--- src/rtl/dpm_cfg.svh ---
/*
 * Constants for the dual-port serial management slave: frame field codes,
 * register indices and bit positions.
 * Assumes inclusion by bare name from the package and the design module.
 */
`ifndef DPM_CFG_SVH
`define DPM_CFG_SVH
`define DPM_PREAMBLE_LEN 6'h20
`define DPM_START_CODE 2'h1
`define DPM_OP_READ 2'h2
`define DPM_OP_WRITE 2'h1
`define DPM_TA_WRITE 2'h2
`define DPM_ADDR_BITS 5
`define DPM_DATA_BITS 16
`define DPM_NREGS 32
`define DPM_REG_STATUS 5'h01
`define DPM_REG_BYPASS 5'h17
`define DPM_BIT_PRE_SUPP 6
`define DPM_BIT_SIM_WRITE 15
`define DPM_CNT_START 5'h01
`define DPM_CNT_OP 5'h03
`define DPM_HDR_BITS 5'h0e
`define DPM_DATA_CNT 5'h10
`define DPM_PHYAD_A_DEF 5'h01
`define DPM_PHYAD_B_DEF 5'h02
`define DPM_STATUS_RESET 16'h7849
`endif

--- src/rtl/dpm_pkg.sv ---
/*
 * Types for the dual-port serial management slave.
 * Assumes dpm_cfg.svh is on the include path.
 */
`include "dpm_cfg.svh"
package dpm_pkg;
	typedef enum logic [4:0] {
		DPM_HUNT  = 5'h01,
		DPM_IDLE  = 5'h02,
		DPM_HDR   = 5'h04,
		DPM_DATA  = 5'h08,
		DPM_SKIP  = 5'h10
	} dpm_state_t;

	// Decoded frame header
	typedef struct packed {
		logic [1:0] start;
		logic [1:0] op;
		logic [4:0] phy;
		logic [4:0] reg_addr;
		logic [1:0] ta;
	} dpm_hdr_t;

	// Register-file write request towards both ports
	typedef struct packed {
		logic        we_a;
		logic        we_b;
		logic [4:0]  addr;
		logic [15:0] data;
	} dpm_wreq_t;
endpackage

--- src/rtl/dpm_mgmt_slave.sv ---
/*
 * Dual-port serial management slave: frame decoder, two 32 x 16 register
 * blocks, read shifter and simultaneous-write mirroring.
 * Assumes mdc and mdio_in are asynchronous pins; clk is far faster than mdc.
 */
//
// Contract
// [RULE1] Station keeps mdc at or below 25 MHz
// [RULE2] Respond only when device address matches
// [RULE3] Station sends 32 ones for initial preamble
// [RULE4] Ignore frames until full preamble after reset
// [RULE5] Errors in start/opcode/turnaround need new preamble
// [RULE6] Start code must be zero then one
// [RULE7] Frame: op, phy, reg, turnaround, 16 data
// [RULE8] Read: release first turnaround, drive zero, data
// [RULE9] Write: station drives turnaround and data
// [RULE10] Station resends preamble after possible errors
// [RULE11] Status register bit 6 reports preamble suppression
// [RULE12] Station leaves one idle bit between frames
// [RULE13] Thirty-two 16-bit registers per port
// [RULE14] Port A bypass bit 15 enables simultaneous write
// [RULE15] Port A writes then update both ports
// [RULE16] Reads stay per port
// [RULE17] Driver disabled on mismatch or write
// [RULE18] Sample on rising mdc, change after it
`timescale 1ns/1ps
`include "dpm_cfg.svh"
module dpm_mgmt_slave #(
	parameter logic [4:0] PHYAD_A = `DPM_PHYAD_A_DEF,
	parameter logic [4:0] PHYAD_B = `DPM_PHYAD_B_DEF
) (
	input  wire logic clk,
	input  wire logic reset,
	input  wire logic mdc,
	input  wire logic mdio_in,
	output logic      mdio_out,
	output logic      mdio_oe_n,
	output logic      synced,
	output logic      sim_write_en
);
	logic [2:0]  mdc_s;
	logic [1:0]  mdio_s;
	logic        rise;
	logic        fall;
	logic        bit_in;
	dpm_pkg::dpm_state_t state;
	logic [5:0]  ones;
	logic [4:0]  cnt;
	logic [15:0] sh;
	logic        hit_a;
	logic        hit_b;
	logic        is_read;
	logic [15:0] rd_sh;
	logic        drive;
	logic [15:0] regs_a [`DPM_NREGS];
	logic [15:0] regs_b [`DPM_NREGS];
	dpm_pkg::dpm_hdr_t   hdr;
	dpm_pkg::dpm_wreq_t  wreq;
	logic [15:0] next_sh;
	logic        sim_on;

	// Pin synchronisers; edges taken after the second stage
	always_ff @(posedge clk)
	begin
		mdc_s  <= {mdc_s[1:0], mdc};
		mdio_s <= {mdio_s[0], mdio_in};
	end
	assign rise   = mdc_s[1] & ~mdc_s[2];
	assign fall   = ~mdc_s[1] & mdc_s[2];
	assign bit_in = mdio_s[1];                                 // [RULE18]
	assign next_sh = {sh[14:0], bit_in};
	assign hdr     = next_sh;
	assign sim_on  = regs_a[`DPM_REG_BYPASS][`DPM_BIT_SIM_WRITE];  // [RULE14]

	// Frame state machine
	always_ff @(posedge clk)
	begin
		if (reset)
		begin
			state   <= dpm_pkg::DPM_HUNT;
			ones    <= 6'h00;
			cnt     <= 5'h00;
			sh      <= 16'h0000;
			hit_a   <= 1'b0;
			hit_b   <= 1'b0;
			is_read <= 1'b0;
		end
		else if (rise)
		begin
			sh <= next_sh;
			case (state)
				dpm_pkg::DPM_HUNT:
				begin
					// Count contiguous ones until preamble complete
					if (!bit_in)
						ones <= 6'h00;
					else if (ones == `DPM_PREAMBLE_LEN - 6'h01)
						state <= dpm_pkg::DPM_IDLE;           // [RULE4]
					else
						ones <= ones + 6'h01;
				end
				dpm_pkg::DPM_IDLE:
				begin
					// First zero is start bit one
					if (!bit_in)
					begin
						state <= dpm_pkg::DPM_HDR;
						cnt   <= 5'h01;
					end
				end
				dpm_pkg::DPM_HDR:
				begin
					cnt <= cnt + 5'h01;
					if (cnt == `DPM_CNT_START && next_sh[1:0] != `DPM_START_CODE)
					begin
						state <= dpm_pkg::DPM_HUNT;             // [RULE6] [RULE5]
						ones  <= 6'h00;
					end
					else if (cnt == `DPM_CNT_OP && next_sh[1:0] != `DPM_OP_READ
						&& next_sh[1:0] != `DPM_OP_WRITE)
					begin
						state <= dpm_pkg::DPM_HUNT;             // [RULE5]
						ones  <= 6'h00;
					end
					else if (cnt == `DPM_HDR_BITS - 5'h01)
					begin
						// Header through phy/reg; first turnaround bit next
						is_read <= (next_sh[11:10] == `DPM_OP_READ);
						hit_a   <= (next_sh[9:5] == PHYAD_A);   // [RULE2]
						hit_b   <= (next_sh[9:5] == PHYAD_B);   // [RULE2]
					end
					else if (cnt == `DPM_HDR_BITS)
					begin
						cnt <= 5'h00;
						// First turnaround bit must be high for both kinds
						if (!is_read && !bit_in)
						begin
							state <= dpm_pkg::DPM_HUNT;         // [RULE5]
							ones  <= 6'h00;
						end
						else if (is_read && !bit_in)
						begin
							state <= dpm_pkg::DPM_HUNT;         // [RULE5]
							ones  <= 6'h00;
						end
						else
							state <= dpm_pkg::DPM_DATA;         // [RULE7]
					end
				end
				dpm_pkg::DPM_DATA:
				begin
					cnt <= cnt + 5'h01;
					// Write turnaround must be 1,0; checked on its second bit
					if (cnt == 5'h00 && !is_read && hdr.ta != `DPM_TA_WRITE)
					begin
						state <= dpm_pkg::DPM_HUNT;             // [RULE5]
						ones  <= 6'h00;
					end
					else if (cnt == `DPM_DATA_CNT)
						state <= dpm_pkg::DPM_IDLE;            // [RULE12]
				end
				default:
					state <= dpm_pkg::DPM_HUNT;
			endcase
		end
	end

	// Captured register address for the active frame
	logic [4:0] raddr;
	always_ff @(posedge clk)
	begin
		if (reset)
			raddr <= 5'h00;
		else if (rise && state == dpm_pkg::DPM_HDR && cnt == `DPM_HDR_BITS - 5'h01)
			raddr <= next_sh[4:0];
	end

	// Write request at last data bit; mirror to B when enabled
	always_comb
	begin
		wreq.addr = raddr;
		wreq.data = next_sh;
		wreq.we_a = rise && state == dpm_pkg::DPM_DATA && cnt == `DPM_DATA_CNT
			&& !is_read && hit_a;
		wreq.we_b = rise && state == dpm_pkg::DPM_DATA && cnt == `DPM_DATA_CNT
			&& !is_read && (hit_b || (hit_a && sim_on));           // [RULE15]
	end

	// Register blocks; status bit 6 is read-only one
	genvar gi;
	generate
		for (gi = 0; gi < `DPM_NREGS; gi++)
		begin : g_regs
			always_ff @(posedge clk)
			begin
				if (reset)
				begin
					regs_a[gi] <= (gi == `DPM_REG_STATUS) ? `DPM_STATUS_RESET : 16'h0000; // [RULE11]
					regs_b[gi] <= (gi == `DPM_REG_STATUS) ? `DPM_STATUS_RESET : 16'h0000;
				end
				else
				begin
					if (wreq.we_a && wreq.addr == gi && gi != `DPM_REG_STATUS)
						regs_a[gi] <= wreq.data;                    // [RULE13] [RULE14]
					if (wreq.we_b && wreq.addr == gi && gi != `DPM_REG_STATUS)
						regs_b[gi] <= wreq.data;                    // [RULE15]
				end
			end
		end
	endgenerate

	// Read driver: load on turnaround, change after falling mdc
	always_ff @(posedge clk)
	begin
		if (reset)
		begin
			drive <= 1'b0;
			rd_sh <= 16'h0000;
		end
		else if (rise && state == dpm_pkg::DPM_HDR && cnt == `DPM_HDR_BITS
			&& is_read && bit_in && (hit_a || hit_b))
		begin
			drive <= 1'b1;                                  // [RULE8]
			rd_sh <= hit_a ? regs_a[raddr] : regs_b[raddr];  // [RULE16]
		end
		else if (state != dpm_pkg::DPM_HDR && state != dpm_pkg::DPM_DATA)
			drive <= 1'b0;                                  // [RULE17]
		else if (fall && state == dpm_pkg::DPM_DATA && cnt != 5'h00)
			rd_sh <= {rd_sh[14:0], 1'b0};
	end

	// Outputs from flip-flops; zero during second turnaround bit
	always_ff @(posedge clk)
	begin
		if (reset)
		begin
			mdio_out  <= 1'b1;
			mdio_oe_n <= 1'b1;
		end
		else if (fall || !drive)
		begin
			mdio_oe_n <= ~(drive && state == dpm_pkg::DPM_DATA);  // [RULE17] [RULE18]
			mdio_out  <= (state == dpm_pkg::DPM_DATA && cnt == 5'h00) ? 1'b0
				: rd_sh[15];
		end
	end

	always_ff @(posedge clk)
	begin
		if (reset)
		begin
			synced       <= 1'b0;
			sim_write_en <= 1'b0;
		end
		else
		begin
			synced       <= (state != dpm_pkg::DPM_HUNT);
			sim_write_en <= sim_on;
		end
	end
endmodule

--- config.mk ---
export PLATFORM = sky130hd
export DESIGN_NAME = dpm_mgmt_slave
export DESIGN_NICKNAME = d
export VERILOG_FILES = /design/src/rtl/dpm_pkg.sv /design/src/rtl/dpm_mgmt_slave.sv
export VERILOG_INCLUDE_DIRS = /design/src /design/src/rtl
export SDC_FILE = /design/constraint.sdc
export NUM_CORES = 2
export LEC_CHECK = 0
export BUFFER_PORTS_ARGS = -buffer_cell sky130_fd_sc_hd__buf_2
export CORE_MARGIN = 2
export CORE_UTILIZATION = 29
export CTS_CLUSTER_DIAMETER = 30
export DETAILED_ROUTE_END_ITERATION = 10
export PLACE_DENSITY = 0.51
export SYNTH_ARGS = -nofsm -noshare
export SYNTH_HDL_FRONTEND = slang
export SYNTH_SLANG_ARGS = --single-unit
--- constraint.sdc ---
create_clock -name clk -period 8.2 [get_ports clk]
set_clock_uncertainty 0.05 [all_clocks]
set_input_delay 0.82 -clock clk [delete_from_list [all_inputs] [get_ports clk]]
set_output_delay 0.82 -clock clk [all_outputs]
set_load 0.01 [all_outputs]
==> reports/qor.yml <==
outcome: "finished, final reports clean"
routedWlPerCell_um: 25.1
ioPinCount: 8
yosysTopAreaCellShare_pct: 61.0
grt_pass1_wl_um: 215000
crit_fanout: 24
ys_warn_count: 0
hold_class: "flip-flop to flip-flop"
cts_setup_buffers: 0
syn-instance-count: 3504
syn-num-nets: 3513
path_class: "flip-flop to flip-flop"
dieArea_um2: 172000
final-setup-viol-count: 0
numPlacedInstances: 5443
end_kind: "flip-flop"
power_mw: 15.8
start_util_pct: 29.2
drt_iter0_markers: 2860
cts_buffer_depth: 3
tightest_slew_ns: 1.30
final_core_util_pct: 35.2
first_global_vias: 30000
finalMaxSlewViolations: 0
fin_setup_tns_ns: 0
stdcell_area_um2: 58900
ys_ff_latch: 1061
crit_required_ns: 8.83
cp.arrival_ns: 4.60
synth_most_common_cell: "edfxtp_1"
drive_gt1_share_pct: 19.1
post_synth.cell_area_avg_um2: 13.9
drc: 0
async_reset_ff_share_pct: 0
cts-root-buf: "clkbuf_16"
finalCriticalPeriod_ns: 3.96
cts_tree: "yes"
numCtsBuffers: 233
seq_area_um2: 31200
placed_area_um2: 50900
cpMaxStageDelayCell: "nor2_1"
slew_headroom_pct: 13.1
syn2layout_area_growth_pct: 20.6
power_density_nw_per_um2: 268
row_count: 150
synth_area_leaders: "edfxtp_1 61%, and2_1 11%, mux4_2 7.6%"
vias: 29400
cp_cell_sequence: "or4b_1 -> or4_4 -> nor3_4 -> nand3_2 -> nor2_1 -> and2_1"
io_buffer_count: 7
synth_area_um2: 48800
drtPass1Iterations: 5
grt_antenna_before_repair: 6
yosysSeqAreaShare_pct: 63.8
fin_crit_sh_pct: 48.3
crit_path_start_kind: "flip-flop"
cts.sink_count: 1061
core_area_um2: 167000
yosys.area.top_type: "edfxtp_1"
nets: 3485
max_freq_mhz: 252
fin_cells: 5891
clk_latency_ns: 0.84
grt_start_max_net_pins: 113
synth_edf_count: 992
via_per_inst: 4.99
slowest_delay_ns: 0.98
synth-main-ff-cell: "edfxtp_1"
die_h_um: 414
ir_drop_v: 0.000200
place.gp.congestion: 0.839
antenna_left: 0
nFillCells: 15800
dieWidth_um: 414
cts.clk_slew.worst_paths_ns: 0.05
yosys-top-cells-count: "992 x edfxtp_1, 877 x and2_1, 241 x clkbuf_1"
multiInputGateArea_um2: 16300
overflow: 0
wirelength_um: 148000
rsz0062_at_grt: "false"
cts.htree.levels: 4
hold_viol: 0
cap_viol_max_count: 0
ctsResizeCount: 0
grt.total_usage_pct: 17.0
leakage_nw: 20.3
ys_types: 71
dp_hpwl_um: 88800
==> path summary, 6_finish.rpt <==
check	to	cells after the start	from	slack [ns]
max reg2reg	regs_b[27][9]	6	state[3]	4.24
min reg2reg	mdio_s[1]	0	mdio_s[0]	0.27
max	regs_b[27][9]	6	state[3]	4.24
min	mdio_s[1]	0	mdio_s[0]	0.27
==> per-layer routing <==
layer	GRT usage (%)	part of all wire (%)	vias up
li1	-	-	12900
met1	23.6	45	15300
met2	26.6	47	903
met3	3.24	5.9	222
met4	6.07	2.9	0
met5	0	0	-
==> where the power goes <==
group | total [mW] | internal (mW) | switching, mW
Combinational | 0.285 | 0.0755 | 0.209
Sequential | 6.14 | 6.09 | 0.0497
Clock | 9.36 | 6.32 | 3.04
Total | 15.8 | 12.5 | 3.30
==> critical path, delay by kind of cell, from the launching register on <==
kind	cells	cell delay [ns]
AND/OR/NAND/NOR	6	3.31
flip-flops	1	0.46
==> registers in the layout (all words and copies together) (netlist names), named ones only <==
signal and flops:
mdio_oe_n 1, mdio_out 1, synced 1, cnt 5, sh 15, hit_a 1
raddr 5, mdio_s 2, state 4, hit_b 1, regs_b 496, is_read 1
sim_write_en 1, regs_a 496, drive 1, mdc_s 3, ones 6, rd_sh 16
==> placed cells by master (no fill, tap or decap), types with 22 or more instances in the layout <==
master | Yosys | routed
a21o_1 | 40 | 40
edfxtp_1 | 992 | 992
and2_1 | 877 | 877
mux4_2 | 165 | 165
o21ai_0 | 32 | 32
o22ai_1 | 33 | 33
mux2i_1 | 183 | 183
clkbuf_16 | 0 | 237
clkinvlp_4 | 0 | 22
nand2_1 | 105 | 105
nor2_1 | 100 | 99
bufinv_16 | 0 | 33
clkbuf_1 | 241 | 48
a22oi_1 | 64 | 64
nor3_1 | 134 | 132
buf_4 | 5 | 66
dfxtp_1 | 69 | 51
clkinv_1 | 0 | 35
clkinv_2 | 0 | 38
a21oi_1 | 63 | 63
==> through the flow <==
step / hold WS, ns / worst slack (ns)
5_1_grt: 0.278 / 4.09
4_1_cts: 0.272 / 4.23
2_1_floorplan: 0.260 / 4.98
3_5_place_dp: 0.262 / 4.25
6_report: 0.272 / 4.24
3_3_place_gp: 0.268 / 4.24
==> repair_timing <==
action | 4_1_cts | 5_1_grt
endpoints found under the setup margin | 0 | 0
hold buffers | 2 | 0
hold endpoints to repair | 2 | 0
==> layout make-up <==
type | instances | area share (%)
clock buffers | 288 | 10.4
clock inverters | 156 | 3.07
diodes | 2 | 0.00850
inverters | 11 | 0.0701
multi-input cells | 2090 | 27.6
flip-flops and latches | 1061 | 53.0
repair buffers | 79 | 1.10
well taps | 2204 | 4.68
==> cells by family after synthesis <==
group                    share of synthesized area (%)
buffers and inverters                             2.91
AND/OR/NAND/NOR                                   16.2
flip-flops                                        63.8
multiplexers                                      11.7
XOR/XNOR                                        0.0897
adder cells (fa/ha/maj)                          0.128
AO/OA/AOI/OAI                                     5.07
Power figures use the tool's default switching activity.
